===== config.mk =====
export PLATFORM = sky130hd
export DESIGN_NAME = vow_top
export DESIGN_NICKNAME = d
export VERILOG_FILES = /design/src/vow_pkg.sv /design/src/vow_top.sv
export SDC_FILE = /design/constraint.sdc
export NUM_CORES = 1
export LEC_CHECK = 0
export ABC_AREA = 0
export BUFFER_PORTS_ARGS = -buffer_cell sky130_fd_sc_hd__buf_2
export CAP_MARGIN = 10
export CORE_MARGIN = 2
export CORE_UTILIZATION = 35
export CTS_CLUSTER_DIAMETER = 100
export DETAILED_ROUTE_END_ITERATION = 10
export GPL_ROUTABILITY_DRIVEN = 1
export MAX_ROUTING_LAYER = met4
export PLACE_DENSITY = 0.57
export REMOVE_ABC_BUFFERS = 1
export SKIP_CTS_REPAIR_TIMING = 1
export SLEW_MARGIN = 40
export SYNTH_ARGS = -nofsm -noshare
export SYNTH_HDL_FRONTEND = slang
export SYNTH_SLANG_ARGS = --single-unit

===== constraint.sdc =====
create_clock -name mclk -period 7.7 [get_ports mclk]
set_clock_uncertainty 0.2 [all_clocks]
set_input_delay 0.385 -clock mclk [delete_from_list [all_inputs] [get_ports mclk]]
set_output_delay 0.385 -clock mclk [all_outputs]
set_load 0.005 [all_outputs]

===== src/vow_pkg.sv =====
// constants for the voltage-code override block with its watchdog
// assumes a 100 MHz mclk and an AHB-Lite master with word-aligned single transfers
package vow_pkg;
  // register indices; byte address is four times the index
  localparam logic [7:0] IDX_CFG   = 8'h00;
  localparam logic [7:0] IDX_OFS   = 8'h01;
  localparam logic [7:0] IDX_MAN   = 8'h02;
  localparam logic [7:0] IDX_KEY   = 8'h03;
  localparam logic [7:0] IDX_PIN   = 8'h04;
  localparam logic [7:0] IDX_WCFG  = 8'h05;
  localparam logic [7:0] IDX_WTIME = 8'h06;
  localparam logic [7:0] IDX_OVC   = 8'h07;
  localparam logic [7:0] IDX_EN    = 8'h30;
  localparam logic [7:0] IDX_IRQS  = 8'h40;
  localparam logic [7:0] IDX_IRQM  = 8'h41;
  localparam logic [7:0] IDX_BHI   = 8'h60;
  localparam logic [7:0] IDX_BLO   = 8'h61;
  // field positions
  localparam int CFG_OUTEN  = 7;
  localparam int CFG_OTF    = 2;
  localparam int MAN_MODE   = 7;
  localparam int MAN_KEYOK  = 6;
  localparam int WCFG_FLAG  = 6;
  localparam int WCFG_EN    = 5;
  localparam int WCFG_PULSE = 4;
  localparam int WCFG_UNIT  = 3;
  localparam int WCFG_POL   = 2;
  localparam int OVC_SEL    = 5;
  localparam int IRQ_TMO    = 0;
  localparam int IRQ_SLOT   = 1;
  // reset values
  localparam logic [7:0] RST_BYTE = 8'h00;
  localparam logic [1:0] RST_IRQ  = 2'h0;
  // key value is arbitrary
  localparam logic [7:0] KEY_DEFAULT = 8'hA5;
  // timing
  localparam int CLK_HZ     = 100_000_000;
  localparam int HZ_PER_KHZ = 1000;
  localparam int MS_CYCLES  = CLK_HZ / HZ_PER_KHZ;
  localparam int MS_PER_S   = 1000;
  localparam int S_PER_MIN  = 60;
  localparam int PW0_MS     = 1;
  localparam int PW1_MS     = 25;
  localparam int PW2_MS     = 125;
  localparam int PW3_S      = 5;
  localparam int PRE_W      = 17;
  localparam int MS_W       = 16;
endpackage


===== src/vow_top.sv =====
// voltage-code override block with watchdog, as an AHB-Lite register slave
// assumes one master, single word transfers, pins asynchronous to mclk
// What this block does
// - enable bit 0 turns code logic on
// - base address bytes at 60h, 61h, reset 00h
// - timeout drives reset pin only when enabled
// - on-the-fly bit cleared by slot or timeout
// - signed four-bit offset shifts input code
// - manual mode without on-the-fly presents manual value
// - key-ok bit set by correct key write
// - pin register returns synchronised input code
// - timeout flag set by timeout, one clears
// - watchdog counts only while count enable set
// - pulse select chooses level or pulse output
// - unit select picks one or sixty seconds
// - polarity select makes output high or low active
// - pulse width 1, 25, 125 ms or 5 s
// - eight-bit watchdog time in units, reset zero
// - register clear source: power loss or slot
//
// Chosen here: register access over AHB-Lite.
`timescale 1ns/1ps
module vow_top #(
  parameter int MS_CYCLES = vow_pkg::MS_CYCLES,
  parameter int MS_PER_S  = vow_pkg::MS_PER_S,
  parameter logic [7:0] KEY_VALUE = vow_pkg::KEY_DEFAULT
) (
  // clock and reset
  input  wire logic        mclk,
  input  wire logic        sys_rst,
  // register bus
  input  wire logic        hsel,
  input  wire logic [31:0] haddr,
  input  wire logic [1:0]  htrans,
  input  wire logic        hwrite,
  input  wire logic [2:0]  hsize,
  input  wire logic [31:0] hwdata,
  input  wire logic        hready,
  output logic             hreadyout,
  output logic             hresp,
  output logic [31:0]      hrdata,
  // pins
  input  wire logic [3:0]  code_inputs,
  input  wire logic        slot_occupied_n,
  input  wire logic        main_power_ok,
  output logic [3:0]       code_outputs,
  output logic             timeout_reset_pin_n,
  output logic             system_reset_out,
  output logic             irq
);
  typedef struct packed {
    logic [3:0]  in_s1;
    logic [3:0]  in_s2;
    logic        slot_s1;
    logic        slot_s2;
    logic        slot_d;
    logic        pwr_s1;
    logic        pwr_s2;
    logic        vid_en;
    logic [7:0]  bhi;
    logic [7:0]  blo;
    logic        timeout_reset_out_enable;
    logic        on_the_fly_enable;
    logic [1:0]  cfg_dummy;
    logic [3:0]  offset;
    logic        man_mode;
    logic [3:0]  man_val;
    logic        key_ok;
    logic [7:0]  key;
    logic        wflag;
    logic        wen;
    logic        wpulse;
    logic        wunit;
    logic        wpol;
    logic [1:0]  pw;
    logic [7:0]  wtime;
    logic [7:0]  ovc;
    logic [1:0]  ists;
    logic [1:0]  imask;
    logic [vow_pkg::PRE_W-1:0] pre;
    logic [vow_pkg::MS_W-1:0]  msc;
    logic [7:0]  elapsed;
    logic [vow_pkg::PRE_W-1:0] ppre;
    logic [vow_pkg::MS_W-1:0]  pcnt;
    logic        pulse_on;
    logic        level_on;
    logic        ap_ok;
    logic        ap_wr;
    logic [7:0]  ap_idx;
    logic [3:0]  code;
    logic        rst_pin_n;
    logic        sys_out;
    logic        irq;
    logic [31:0] rdata;
    logic        ready;
  } vow_state_t;

  vow_state_t s;
  vow_state_t n;

  // input code plus signed offset, clamped to the code range
  function automatic logic [3:0] vow_shift(input logic [3:0] code, input logic [3:0] ofs);
    logic signed [5:0] t;
    t = $signed({2'b00, code}) + $signed({{2{ofs[3]}}, ofs});
    if (t < 6'sd0) begin
      vow_shift = 4'h0;
    end else if (t > 6'sd15) begin
      vow_shift = 4'hF;
    end else begin
      vow_shift = t[3:0];
    end
  endfunction

  function automatic logic [vow_pkg::MS_W-1:0] vow_width_ms(input logic [1:0] sel);
    case (sel)
      2'h0:    vow_width_ms = vow_pkg::MS_W'(vow_pkg::PW0_MS);
      2'h1:    vow_width_ms = vow_pkg::MS_W'(vow_pkg::PW1_MS);
      2'h2:    vow_width_ms = vow_pkg::MS_W'(vow_pkg::PW2_MS);
      default: vow_width_ms = vow_pkg::MS_W'(vow_pkg::PW3_S * MS_PER_S);
    endcase
  endfunction

  logic                      tick_ms;
  logic                      tick_unit;
  logic                      tmo;
  logic                      slot_act;
  logic                      clr_vid;
  logic                      wr;
  logic [7:0]                d;
  logic [vow_pkg::MS_W-1:0]  unit_ms;

  always_comb begin
    n         = s;
    tick_ms   = 1'b0;
    tick_unit = 1'b0;
    tmo       = 1'b0;
    wr        = s.ap_ok & s.ap_wr;
    d         = hwdata[7:0];
    // two-stage synchronisers
    n.in_s1   = code_inputs;
    n.in_s2   = s.in_s1;
    n.slot_s1 = slot_occupied_n;
    n.slot_s2 = s.slot_s1;
    n.slot_d  = s.slot_s2;
    n.pwr_s1  = main_power_ok;
    n.pwr_s2  = s.pwr_s1;
    slot_act  = ~s.slot_s2;
    unit_ms   = s.wunit ? vow_pkg::MS_W'(MS_PER_S * vow_pkg::S_PER_MIN)
                        : vow_pkg::MS_W'(MS_PER_S);

    // register writes in the data phase
    if (wr) begin
      case (s.ap_idx)
        vow_pkg::IDX_EN:  n.vid_en = d[0];
        vow_pkg::IDX_BHI: n.bhi = d;
        vow_pkg::IDX_BLO: n.blo = d;
        vow_pkg::IDX_CFG: begin
          n.timeout_reset_out_enable  = d[vow_pkg::CFG_OUTEN];
          n.on_the_fly_enable    = d[vow_pkg::CFG_OTF];
          n.cfg_dummy = d[1:0];
        end
        vow_pkg::IDX_OFS: n.offset = d[3:0];
        vow_pkg::IDX_MAN: begin
          // manual mode can only be entered once the key is in
          n.man_mode = d[vow_pkg::MAN_MODE] & s.key_ok;
          n.man_val  = d[3:0];
        end
        vow_pkg::IDX_KEY: begin
          n.key    = d;
          n.key_ok = (d == KEY_VALUE);
        end
        vow_pkg::IDX_WCFG: begin
          n.wflag  = s.wflag & ~d[vow_pkg::WCFG_FLAG];
          n.wen    = d[vow_pkg::WCFG_EN];
          n.wpulse = d[vow_pkg::WCFG_PULSE];
          n.wunit  = d[vow_pkg::WCFG_UNIT];
          n.wpol   = d[vow_pkg::WCFG_POL];
          n.pw     = d[1:0];
        end
        vow_pkg::IDX_WTIME: begin
          // a new time restarts the count
          n.wtime   = d;
          n.elapsed = 8'h00;
          n.msc     = '0;
          n.pre     = '0;
        end
        vow_pkg::IDX_OVC:  n.ovc = d;
        vow_pkg::IDX_IRQS: n.ists = s.ists & ~d[1:0];
        vow_pkg::IDX_IRQM: n.imask = d[1:0];
        default: ;
      endcase
    end

    // watchdog: the prescaler only runs while counting so every unit is whole, except the first after a new time written while counting
    if (s.wen) begin
      if (s.pre == vow_pkg::PRE_W'(MS_CYCLES - 1)) begin
        n.pre   = '0;
        tick_ms = 1'b1;
      end else begin
        n.pre = s.pre + 1'b1;
      end
      if (tick_ms) begin
        if (s.msc == unit_ms - 1'b1) begin
          n.msc     = '0;
          tick_unit = 1'b1;
        end else begin
          n.msc = s.msc + 1'b1;
        end
      end
      if (tick_unit) begin
        if (s.elapsed + 8'h01 == s.wtime) begin
          tmo       = 1'b1;
          n.elapsed = 8'h00;
        end else begin
          n.elapsed = s.elapsed + 8'h01;
        end
      end
    end else begin
      n.pre = '0;
      n.msc = '0;
    end

    // pulse width timing has its own prescaler so the width is exact
    if (s.pulse_on) begin
      if (s.ppre == vow_pkg::PRE_W'(MS_CYCLES - 1)) begin
        n.ppre = '0;
        if (s.pcnt == vow_width_ms(s.pw) - 1'b1) begin
          n.pulse_on = 1'b0;
        end else begin
          n.pcnt = s.pcnt + 1'b1;
        end
      end else begin
        n.ppre = s.ppre + 1'b1;
      end
    end

    // events: a set beats a clear in the same cycle
    if (tmo) begin
      n.wflag          = 1'b1;
      n.ists[vow_pkg::IRQ_TMO] = 1'b1;
      if (s.timeout_reset_out_enable) begin
        if (s.wpulse) begin
          n.pulse_on = 1'b1;
          n.ppre     = '0;
          n.pcnt     = '0;
        end else begin
          n.level_on = 1'b1;
        end
      end
    end
    if (s.slot_d & ~s.slot_s2) begin
      n.ists[vow_pkg::IRQ_SLOT] = 1'b1;
    end
    // a level reset holds until software clears the timeout flag
    n.level_on = n.level_on & n.wflag;

    // hardware clears of the code registers
    clr_vid = tmo | (s.ovc[vow_pkg::OVC_SEL] ? slot_act : ~s.pwr_s2);
    if (clr_vid) begin
      n.timeout_reset_out_enable  = 1'b0;
      n.cfg_dummy = 2'h0;
      n.offset    = 4'h0;
      n.man_mode  = 1'b0;
      n.man_val   = 4'h0;
      n.ovc       = vow_pkg::RST_BYTE;
    end
    if (tmo | slot_act) begin
      n.on_the_fly_enable = 1'b0;
    end

    // address phase; reads see this cycle's write and events
    if (hsel & hready & htrans[1]) begin
      n.ap_ok  = (haddr[31:10] == 22'h0) & (haddr[1:0] == 2'h0);
      n.ap_wr  = hwrite;
      n.ap_idx = haddr[9:2];
      n.rdata  = 32'h0;
      if (~hwrite) begin
        case (haddr[9:2])
          vow_pkg::IDX_EN:    n.rdata[0] = n.vid_en;
          vow_pkg::IDX_BHI:   n.rdata[7:0] = n.bhi;
          vow_pkg::IDX_BLO:   n.rdata[7:0] = n.blo;
          vow_pkg::IDX_CFG:   n.rdata[7:0] = {n.timeout_reset_out_enable, 4'h0, n.on_the_fly_enable, n.cfg_dummy};
          vow_pkg::IDX_OFS:   n.rdata[3:0] = n.offset;
          vow_pkg::IDX_MAN:   n.rdata[7:0] = {n.man_mode, n.key_ok, 2'h0, n.man_val};
          vow_pkg::IDX_KEY:   n.rdata[7:0] = n.key;
          vow_pkg::IDX_PIN:   n.rdata[3:0] = s.in_s2;
          vow_pkg::IDX_WCFG:  n.rdata[7:0] = {1'b0, n.wflag, n.wen, n.wpulse,
                                              n.wunit, n.wpol, n.pw};
          vow_pkg::IDX_WTIME: n.rdata[7:0] = n.wtime;
          vow_pkg::IDX_OVC:   n.rdata[7:0] = n.ovc;
          vow_pkg::IDX_IRQS:  n.rdata[1:0] = n.ists;
          vow_pkg::IDX_IRQM:  n.rdata[1:0] = n.imask;
          default:            n.rdata = 32'h0;
        endcase
        if (~n.ap_ok) begin
          n.rdata = 32'h0;
        end
      end
    end else if (hready) begin
      n.ap_ok = 1'b0;
      n.ap_wr = 1'b0;
    end

    // outputs, registered from the next state
    if (~n.vid_en) begin
      n.code = s.in_s2;
    end else if (n.man_mode & ~n.on_the_fly_enable) begin
      n.code = n.man_val;
    end else begin
      n.code = vow_shift(s.in_s2, n.offset);
    end
    n.rst_pin_n = ~(n.level_on | n.pulse_on);
    n.sys_out   = (n.level_on | n.pulse_on) ? n.wpol : ~n.wpol;
    n.irq       = |(n.ists & n.imask);
    n.ready     = 1'b1;
  end

  always_ff @(posedge mclk or posedge sys_rst) begin
    if (sys_rst) begin
      s           <= '0;
      s.slot_s1   <= 1'b1;
      s.slot_s2   <= 1'b1;
      s.slot_d    <= 1'b1;
      s.pwr_s1    <= 1'b1;
      s.pwr_s2    <= 1'b1;
      s.rst_pin_n <= 1'b1;
      s.sys_out   <= 1'b1;
      s.ready     <= 1'b1;
    end else begin
      s <= n;
    end
  end

  assign hreadyout           = s.ready;
  assign hresp               = 1'b0;
  assign hrdata              = s.rdata;
  assign code_outputs        = s.code;
  assign timeout_reset_pin_n = s.rst_pin_n;
  assign system_reset_out    = s.sys_out;
  assign irq                 = s.irq;
endmodule


== After elaboration in Yosys (flattened, before gate mapping) ==
Cells that the tools add are included.

* Bits in registers: 204
* Bits of input ports: 80
* Output and inout port bits: 41

* Add/sub/neg operators: 8
* $lt $le $gt $ge: 2
* Eq/ne operators: 33
* Multiplexer cells: 63
* Bitwise operators: 21
* Reductions and logical operators: 8

{| class="wikitable"
|+ Operator list
! cell !! count
|-
| $mux W107 || 1
|-
| $mux W16 || 6
|-
| $mux W8 || 9
|-
| $mux W35 || 2
|-
| $mux W34 || 2
|-
| $eq A8 B7 Y1 const B || 8
|-
| $eq A8 B3 Y1 const B || 7
|-
| $mux W17 || 3
|-
| $mux W41 || 1
|-
| $pmux W13 S3 || 1
|-
| $add A17 B1 Y17 const B || 2
|-
| $eq A17 B17 Y1 const B || 2
|-
| $mux W33 || 1
|-
| $add A16 B1 Y16 const B || 2
|-
| $eq A16 B16 Y1 || 2
|-
| $eq A8 B2 Y1 const B || 4
|-
| $mux W32 || 1
|-
| $pmux W4 S8 || 1
|-
| $sub A16 B1 Y16 const B || 2
|-
| $mux W4 || 6
|-
| $logic_not A22 Y1 || 1
|-
| $pmux W2 S10 || 1
|-
| $mux W1 || 18
|-
| $eq A8 B1 Y1 const B || 2
|-
| 27 further kinds || 50
|}

== Longest topological paths before layout ==
Gate-level depths: netlist of run 1.

* Depth in word-level cells: 16
* Depth in mapped cells: 19
* Depth with buffers taken out: 16

== Least setup slack after synthesis of run 1 ==
No wires, ideal clock.

* Kind: flip-flop to flip-flop
* Start: register s[115] (netlist bit)
* End: register s, in the netlist code_outputs[0]
* Library setup time: 0.126 ns
* Arrival: 4.143 ns
* Slack: 3.231 ns
* Stages on the path, launching flop included: 18
* Path buffers: 3
* Clock period less this slack: 4.469 ns
* Cell sequence: dfrtp_1 or4b_4 nor4_4 nand3_2 or3_4 o31ai_4 buf_6 buf_2 buf_2 nor2_1 ha_1 a21o_1 a21o_1 a21oi_1 inv_1 o32ai_1 a21oi_1 a221o_1

{| class="wikitable"
|+ RTL lines
! item !! line !! RTL
|-
| start: declaration || vow_top.sv:98 || <nowiki>vow_state_t s;</nowiki>
|-
| start signal: assignment || vow_top.sv:330 || <nowiki>s <= n;</nowiki>
|}

==> results.cfg, run 1 <==
[status]
status = completed

[die]
start_util_pct = 35.8
die-area_um2 = 28100
rows = 59
num_io_pins = 121
die_y_um = 168
coreArea_um2 = 26100
dieWidth_um = 168

[setup_path]
crit_family = simple AND/OR/NAND/NOR gates
start_kind = flip-flop
rrSetupSlack_ns = 2.94
crit_chain = or4b_4 -> nor4_4 -> nand3_2 -> or3_4 -> o31ai_4 -> buf_4 -> nor2_1 -> ha_1 -> a21o_1 -> a21o_1 -> a21oi_1 -> inv_1 -> o32ai_1 -> a21oi_1 -> a221o_1
path_max_fanout = 31
cp.depth = 15
r2r-start = s[115]
reg2reg_to = code_outputs[1]
slowest_stage = or4b_4
worstPathRequired_ns = 7.83
critical_path_class = flip-flop to flip-flop
ff2ff_path_depth = 15
cp.arrival_ns = 4.89
cp_slowest_stage_delay_ns = 0.55
crit_path_start = s[115]
worst_setup_path_end_kind = flip-flop
path_buf_inv = 2

[yosys]
synth_area_leaders = dfrtp_1 46%, mux2_2 5.4%, nor2_1 4.8%
ys_warn_count = 0
ys_seq_area_share_pct = 48.2
ys_async_sr_fraction_pct = 100
synth_top_area_share_pct = 46.2
avgSynthCellArea_um2 = 10.0
synth.distinct_cells = 74
synth_flop_cell = dfrtp_1
synth_edf_count = 0
synth-seq-cells = 180
syn-cell-area_um2 = 9370
synthesis.instances = 932
yosysTopAreaCell = dfrtp_1

[clock_network]
cts_max_level = 4
cts_max_path_buffers = 2
clk_latency_ns = 0.44
cts_buffers = 17
cts_root_buf = clkbuf_16
cts_tree = done
cts_sinks = 180
path_clk_slew_ns = 0.08

[pwr]
clkPwrFrac_pct = 45.3
p_int_w = 0.00145
peakVddDrop_mv = 0.120
p_switching_w = 0.000526
seqPwrFrac_pct = 49.7
pwr-share-comb_pct = 5.0
swShare_pct = 26.7
p_leak_nw = 4.82
powerDensity_nw_per_um2 = 187

[timing]
slew_headroom_pct = 45.1
fin_setup_tns_ns = 0
min_period_ns = 4.76
setup_violations = 0
hold_ws_ns = 0.000183
timing.fmax_mhz = 210
finalMaxSlewViolations = 0
rsz0062_at_grt = false
finalHoldViolCount = 0
worstMarginPinSlew_ns = 0.819
period_share_pct = 61.9

[global_routing]
grt_pass1_vias = 6874
grt_usage_pct = 16.5
grt_max_degree = 102
grt.overflow.total = 0
antenna_found_initial = 1
grt_pass1_wl_mm = 36.0

[routing]
via_per_inst = 5.16
drtIter0Drc = 351
drt_pass1_iterations = 5
drc = 0
antenna_left = 0
num_vias = 6878
drt_wl_total_mm = 21.5
routedWlPerCell_um = 16.2

[placed_design]
port_buffers = 66
gp_congestion = 0.811
placed_cells_incl_taps = 1293
hpwl_mm = 15.0

[worst_hold_path]
hold_depth = 3
holdPathEnd = s[48]
hold_class = input port to flip-flop
min-delay-start = hwrite

[finish]
stdcell_count = 1333
finish.net_count = 1077
syn2layout_area_growth_pct = 12.7
final_common_cell = dfrtp_1
final_cell_mix = 173 x dfrtp_1, 120 x nor2_1, 68 x nand2_1
final_util_pct = 40.4
drive_above_1_share_pct = 17.5

[job]
maxCapViolations = 0
[layout make-up]
cell class                 count  area (µm²)
inverter                      22        90.1
tap                          335         419
antenna                        1        2.50
multi-input combinational    686        4470
fill                        2581       15600
timing repair buffer          77         434
clock buffer                  17         425
clock inverter                15         204
sequential                   180        4510
[state kept, by name, indices dropped and copies added, names as in the netlist]
signal / count
system_reset_out: 1
timeout_reset_pin_n: 1
s: 158
hrdata: 8
code_outputs: 4
irq: 1
n: 7
[worst max-delay path by stage]
stage,slack (ns),to
3_5_place_dp,3.00,code_outputs[3]
3_3_place_gp,3.02,code_outputs[3]
4_1_cts,2.97,code_outputs[0]
5_1_grt,2.67,code_outputs[0]
2_1_floorplan,2.24,code_outputs[0]
6_report,2.94,code_outputs[1]
[cells in the mapped netlist (all sizes together), types with 17 or more instances]
library cell,instances
a21oi,22
and3,20
buf,45
clkbuf,23
dfrtp,173
inv,22
mux2,45
mux2i,27
nand2,68
nand3,41
nor2,122
nor4,17
o21ai,51
xnor2,19
xor2,44
[worst reg2reg max path: stages, from the launching register on]
cell     delay (ns)
dfrtp_1        0.40
or4b_4         0.55
nor4_4         0.33
nand3_2        0.17
or3_4          0.44
o31ai_4        0.18
buf_4          0.36
nor2_1         0.18
ha_1           0.30
a21o_1         0.17
a21o_1         0.20
a21oi_1        0.32
inv_1          0.10
o32ai_1        0.26
a21oi_1        0.13
a221o_1        0.36
[cells by family after synthesis]
family	count (synthesis)	synth area share (%)
multiplexers	72	8.30
AND/OR/NAND/NOR	362	20.0
buffers and inverters	90	5.26
adder cells (fa/ha/maj)	13	1.82
flip-flops	180	48.2
other	2	0.0802
XOR/XNOR	63	5.89
AO/OA/AOI/OAI	150	10.5
[power by group through the flow]
stage / sequential (W) / clock [W] / combinational, W
CTS: 0.000980 / 0.000917 / 0.0000972
global route: 0.000983 / 0.000958 / 0.000110
detailed placement: 0.000999 / 0 / 0.0000967
global placement: 0.000998 / 0 / 0.0000946
finish: 0.000980 / 0.000895 / 0.0000982
floorplan: 0.000995 / 0 / 0.0000541
[stage by stage]
step | setup slack [ns] | cell area, µm² | power, W
3_5_place_dp | 3.00 | 9850 | 0.00110
6_report | 2.94 | 10600 | 0.00197
5_1_grt | 2.67 | 10600 | 0.00205
3_3_place_gp | 3.02 | 9830 | 0.00109
4_1_cts | 2.97 | 10500 | 0.00199
2_1_floorplan | 2.24 | 9050 | 0.00105
[metal layers]
metal / track usage [%] / wire length [µm]
met5: - / 0
met2: 25.9 / 10200
met4: 5.03 / 346
met1: 22.0 / 10400
met3: 2.74 / 582
(Power assumes the default switching activity.)
==> inputs of run 2 (changes only) <==
- clock period: 7.7 -> 4.4 ns (I/O delays scaled with it)
==> run 2 against run 1 <==
The flow now finishes with violations (negative hold slack). Register-to-register slack got worse by 2.8 ns. Critical path depth up 2. Non-clock buffer count is 26 higher. Count of clock-buffer cells in the layout is 1 higher. Maximum frequency rose by 12%. Final cell count rose by 1.9%. First-iteration DRC count is 30% higher. Worst setup slack lost 2.8 ns. Worst hold slack got worse by 0.028 ns. Sequential share of layout area shrank 0.79 points. Routed wire length increased by 4.0%. Sequential power grew 76%.
==> results.cfg, run 2 (synthesized netlist as in run 1, its figures left out) <==
[setup_path]
crit_chain = ha_1 -> nand4_1 -> nor4_4 -> nand3_2 -> or3_4 -> o31ai_4 -> buf_4 -> nor2_2 -> ha_1 -> a21o_1 -> a21o_1 -> a21oi_2 -> nor2_1 -> nand2_1 -> o21ai_1 -> a22o_1 -> a221o_1
slowest_stage = dfrtp_1
crit_path_start = s[109]
cp.arrival_ns = 4.36
worstPathRequired_ns = 4.52
critical_path_class = flip-flop to flip-flop
r2r-start = s[109]
crit_family = compound AO/OA/AOI/OAI gates
start_kind = flip-flop
worst_setup_path_end_kind = flip-flop
cp_slowest_stage_delay_ns = 0.44
path_buf_inv = 1
path_max_fanout = 6

[global_routing]
grt_pass1_vias = 6874
grt.overflow.total = 0
grt_max_degree = 127
antenna_found_initial = 0
grt_pass1_wl_mm = 36.6
grt_usage_pct = 16.8

[status]
violations = negative hold slack
status = complete, but fails checks

[placed_design]
hpwl_mm = 15.3
dpl-instance-area_um2 = 9930
port_buffers = 66
gp_congestion = 0.841

[timing]
finalHoldViolCount = 1
slew_headroom_pct = 45.5
fin_setup_tns_ns = 0
timing.fmax_mhz = 236
hold_ws_ns = -0.0282
min_period_ns = 4.24
worstMarginPinSlew_ns = 0.814
setup_violations = 0
finalMaxSlewViolations = 0
period_share_pct = 96.3

[pwr]
p_int_w = 0.00254
peakVddDrop_mv = 0.189
swShare_pct = 26.3
powerDensity_nw_per_um2 = 320
pwr-share-comb_pct = 5.4
seqPwrFrac_pct = 49.8
p_leak_nw = 4.91
p_switching_w = 0.000904
clkPwrFrac_pct = 44.8

[die]
coreArea_um2 = 26100
dieWidth_um = 168
die_y_um = 168
start_util_pct = 35.8
die-area_um2 = 28100
num_io_pins = 121
rows = 59

[worst_hold_path]
min-delay-start = haddr[20]
hold_class = input port to flip-flop

[clock_network]
cts_max_path_buffers = 2
cts_root_buf = clkbuf_16
path_clk_slew_ns = 0.08
cts_sinks = 180
clk_latency_ns = 0.44
cts_buffers = 17
cts_max_level = 4
cts_tree = done

[finish]
seq_area_um2 = 4510
multi_input_comb_area_um2 = 4470
drive_above_1_share_pct = 18.5
final_common_cell = dfrtp_1
largest_reg_flops = 158
syn2layout_area_growth_pct = 14.9
final_cell_mix = 173 x dfrtp_1, 118 x nor2_1, 68 x nand2_1
nFillCells = 2588
top_register = s
finalInstanceArea_um2 = 10800
antennaDiodeCount = 0
finish.net_count = 1103

[routing]
drt_wl_total_mm = 22.4
drt_pass1_iterations = 5
num_vias = 7002
routedWlPerCell_um = 16.5
drtIter0Drc = 458
via_per_inst = 5.16
drc = 0
antenna_left = 0

[job]
maxCapViolations = 0
run 2: stage by stage:
step                      power [W]  util, %  hold slack (ns)  worst slack, ns  std cells
after floorplan             0.00184        -           0.0245           -0.895        888
after global placement      0.00191     37.9            0.127            0.122       1304
after detailed placement    0.00192     38.0            0.126            0.117       1304
after CTS                   0.00346     40.3           -0.357           0.0518       1336
after global routing        0.00358     41.2          0.00567          -0.0308       1358
final                       0.00344     41.2          -0.0282            0.162       1358
run 2: layer usage:
layer | up-vias | share of wire, % | routed length (µm) | track usage [%]
li1 | 3403 | - | - | -
met1 | 3477 | 49 | 10900 | 22.9
met2 | 107 | 47 | 10600 | 26.4
met3 | 15 | 3.1 | 689 | 2.69
met4 | 0 | 0.85 | 190 | 4.05
met5 | - | 0 | 0 | -
run 2: worst paths after layout:
path | end | slack [ns] | cells past startpoint
max | code_outputs[3] | 0.16 | 17
min | s[49] | -0.03 | 5
max reg2reg | code_outputs[3] | 0.16 | 17
min reg2reg | s[200] | 0.15 | 0
max in group asynchronous | s[192] | 2.82 | 4
min in group asynchronous | s[77] | 0.24 | 3
run 2: worst register-to-register path, delay by kind of cell (launching register included):
family	cells	cell delay (ns)
AOI/OAI and AO/OA	7	1.41
and+or+nand+nor	7	1.32
adders and majority gates	2	0.58
DFF	1	0.44
buffers and inverters	1	0.19
run 2: final cells by class:
class | count | share of cell area (%)
Inverter | 22 | 0.884
Clock buffer | 18 | 4.08
Tap cell | 335 | 3.90
Sequential cell | 180 | 41.9
Multi-Input combinational cell | 686 | 41.6
Clock inverter | 14 | 1.45
Timing Repair Buffer | 103 | 6.15
run 2: power by group through the flow:
stage	registers, W	clock network (W)	logic, W
6_report	0.00172	0.00154	0.000186
4_1_cts	0.00172	0.00157	0.000172
2_1_floorplan	0.00174	0	0.0000947
3_5_place_dp	0.00175	0	0.000171
5_1_grt	0.00172	0.00165	0.000208
3_3_place_gp	0.00175	0	0.000168
==> inputs of run 3 (changes only) <==
- ABC_AREA: 0 -> 1
==> run 3 against run 2 <==
The flow now finishes without violations. Sequential share of layout area is 2.6 points lower. Worst hold slack gained 0.031 ns. Maximum frequency is 12% higher. Routed wire length rose by 13%. Core utilization down 1.1 points. Critical endpoint unchanged. Highest routed layer unchanged.
==> results.cfg, run 3 <==
[worst_hold_path]
min-delay-start = haddr[28]
hold_depth = 5
hold_class = input port to flip-flop
holdPathEnd = s[49]

[setup_path]
crit_chain = ha_1 -> nand3_2 -> o21ai_1 -> and2_4 -> nor2_2 -> nor2_2 -> nand3_4 -> nand2_4 -> nor2_1 -> ha_1 -> a21oi_1 -> and2_1 -> inv_1 -> a21oi_1 -> inv_1 -> nor2_1 -> o21bai_1 -> nand2_1 -> nand2_1 -> a21oi_2
worstPathRequired_ns = 4.53
slowest_stage = dfrtp_1
critical_path_class = flip-flop to flip-flop
r2r-start = s[85]
path_buf_inv = 2
reg2reg_to = code_outputs[3]
rrSetupSlack_ns = 0.61
ff2ff_path_depth = 20
cp_slowest_stage_delay_ns = 0.47
path_max_fanout = 16
cp.arrival_ns = 3.91
worst_setup_path_end_kind = flip-flop
start_kind = flip-flop
crit_family = simple AND/OR/NAND/NOR gates

[global_routing]
grt_pass1_vias = 8320
grt_max_degree = 137
grt_pass1_wl_mm = 42.1
grt.overflow.total = 0
antenna_found_initial = 0
grt_usage_pct = 17.7

[status]
status = completed

[yosys]
yosysTopAreaCell = dfrtp_1
ys_seq_area_share_pct = 44.5
synth_most_common_cell = nand2_1
synth_top_family_by_area = simple AND/OR/NAND/NOR gates
avgSynthCellArea_um2 = 7.74
synth-seq-cells = 180
yosys.area_share.simple_pct = 29.1
synthesis.instances = 1310
synth_mux_area_share_pct = 0.111
synth.distinct_cells = 56
ys_warn_count = 0
netlist_top_cells_count = 302 x nand2_1, 175 x inv_1, 173 x dfrtp_1
synth_adder_area_share_pct = 1.68
synth_top_area_share_pct = 42.7
synth_edf_count = 0
synth_flop_cell = dfrtp_1
synth_compound_area_share_pct = 10.6
synth_area_leaders = dfrtp_1 43%, nand2_1 11%, inv_1 6.5%
ys_async_sr_fraction_pct = 100
syn-cell-area_um2 = 10100
synth_xor_area_share_pct = 3.28

[timing]
period_share_pct = 86.1
finalHoldViolCount = 0
slew_headroom_pct = 44.0
worstMarginPinSlew_ns = 0.837
min_period_ns = 3.79
rsz0062_at_grt = false
finalMaxSlewViolations = 0
timing.fmax_mhz = 264
setup_violations = 0

[pwr]
seqPwrFrac_pct = 50.2
powerDensity_nw_per_um2 = 303
p_leak_nw = 5.52
p_int_w = 0.00258
peakVddDrop_mv = 0.243
pwr-share-comb_pct = 6.7
swShare_pct = 25.7
p_switching_w = 0.000893
clkPwrFrac_pct = 43.1

[placed_design]
port_buffers = 66
hpwl_mm = 18.5
dpl-instance-area_um2 = 10700
placed_cells_incl_taps = 1730
gp_congestion = 0.892

[finish]
final_cell_mix = 302 x nand2_1, 174 x inv_1, 173 x dfrtp_1
final_util_pct = 40.0
nFillCells = 2963
final_common_cell = nand2_1
antennaDiodeCount = 0
largest_reg_flops = 158
finalInstanceArea_um2 = 11500
drive_above_1_share_pct = 11.3
syn2layout_area_growth_pct = 13.1
finish.net_count = 1480
stdcell_count = 1784
top_register = s

[clock_network]
cts_buffers = 17
cts_max_level = 4
cts_tree = done
path_clk_slew_ns = 0.07
clk_latency_ns = 0.43
cts_sinks = 180
cts_max_path_buffers = 2
cts_root_buf = clkbuf_16

[die]
num_io_pins = 121
die-area_um2 = 30300
start_util_pct = 35.4
coreArea_um2 = 28600
die_y_um = 174
rows = 62
dieWidth_um = 174

[routing]
routedWlPerCell_um = 14.2
drt_wl_total_mm = 25.4
drt_pass1_iterations = 5
via_per_inst = 4.84
num_vias = 8627
drtIter0Drc = 570
drc = 0
antenna_left = 0

[job]
maxCapViolations = 0
-- run 3: changes by cell type in the layout (fill, tap and decap cells not counted), moves of 11 or more --
cell | previous run | this run
and3_1 | 20 | 2
inv_1 | 21 | 174
mux2_2 | 45 | 1
mux2i_1 | 27 | 0
nand2_1 | 68 | 302
nand3_1 | 40 | 73
nand4_1 | 15 | 37
nor2_1 | 118 | 150
nor3_1 | 13 | 31
o21ai_0 | 48 | 85
xnor2_1 | 19 | 8
xor2_1 | 44 | 30
-- run 3: final cells by class --
cell class | count | area (µm²) | area share (%)
inverter | 178 | 681 | 5.94
timing repair buffer | 94 | 596 | 5.20
multi-input combinational | 916 | 4640 | 40.5
sequential | 180 | 4510 | 39.4
clock buffer | 20 | 437 | 3.81
tap | 384 | 480 | 4.19
clock inverter | 12 | 119 | 1.04
-- run 3: metrics by stage --
stage | power (W) | setup TNS, ns | hold slack, ns | setup slack [ns]
finish | 0.00347 | 0 | 0.00285 | 0.612
global route | 0.00362 | 0 | 0.0228 | 0.253
CTS | 0.00349 | 0 | -0.337 | 0.623
detailed placement | 0.00199 | 0 | 0.127 | 0.645
global placement | 0.00199 | 0 | 0.126 | 0.731
floorplan | 0.00191 | -154.90 | 0.0245 | -0.895
-- run 3: how the worst max path moves through the flow --
stage               cells after the start  slack [ns]         endpoint  startpoint
floorplan                               1       -0.90  code_outputs[0]     sys_rst
global placement                       19        0.73  code_outputs[3]      s[109]
detailed placement                     19        0.64  code_outputs[3]      s[109]
CTS                                    20        0.62  code_outputs[3]       s[85]
global route                           20        0.25  code_outputs[1]       s[85]
finish                                 20        0.61  code_outputs[3]       s[85]
-- run 3: cells by family after synthesis --
logic type | Yosys count
buffers and inverters | 238
multiplexers | 1
other | 2
AO/OA/AOI/OAI | 182
XOR/XNOR | 38
flip-flops | 180
adder cells (fa/ha/maj) | 13
AND/OR/NAND/NOR | 656
-- run 3: power by group through the flow --
stage | logic [W] | clock network, W | registers [W]
6_report | 0.000232 | 0.00149 | 0.00174
5_1_grt | 0.000268 | 0.00160 | 0.00175
4_1_cts | 0.000220 | 0.00153 | 0.00174
3_5_place_dp | 0.000217 | 0 | 0.00177
3_3_place_gp | 0.000212 | 0 | 0.00177
2_1_floorplan | 0.000140 | 0 | 0.00177
-- run 3: layer usage --
layer / wire length, µm / vias to the layer above / GRT usage [%] / part of all wire (%)
met5: 0 / - / - / 0
met4: 291 / 0 / 3.85 / 1.1
met3: 1020 / 15 / 2.84 / 4.0
met2: 12100 / 180 / 28.6 / 48
met1: 12000 / 4091 / 23.5 / 47
li1: - / 4341 / - / -
-- run 3: worst min-delay path, cell delays in order --
cell      delay, ns
buf_2          0.07
nor4_1         0.04
nand3_1        0.05
nor3_1         0.07
o21bai_1       0.15
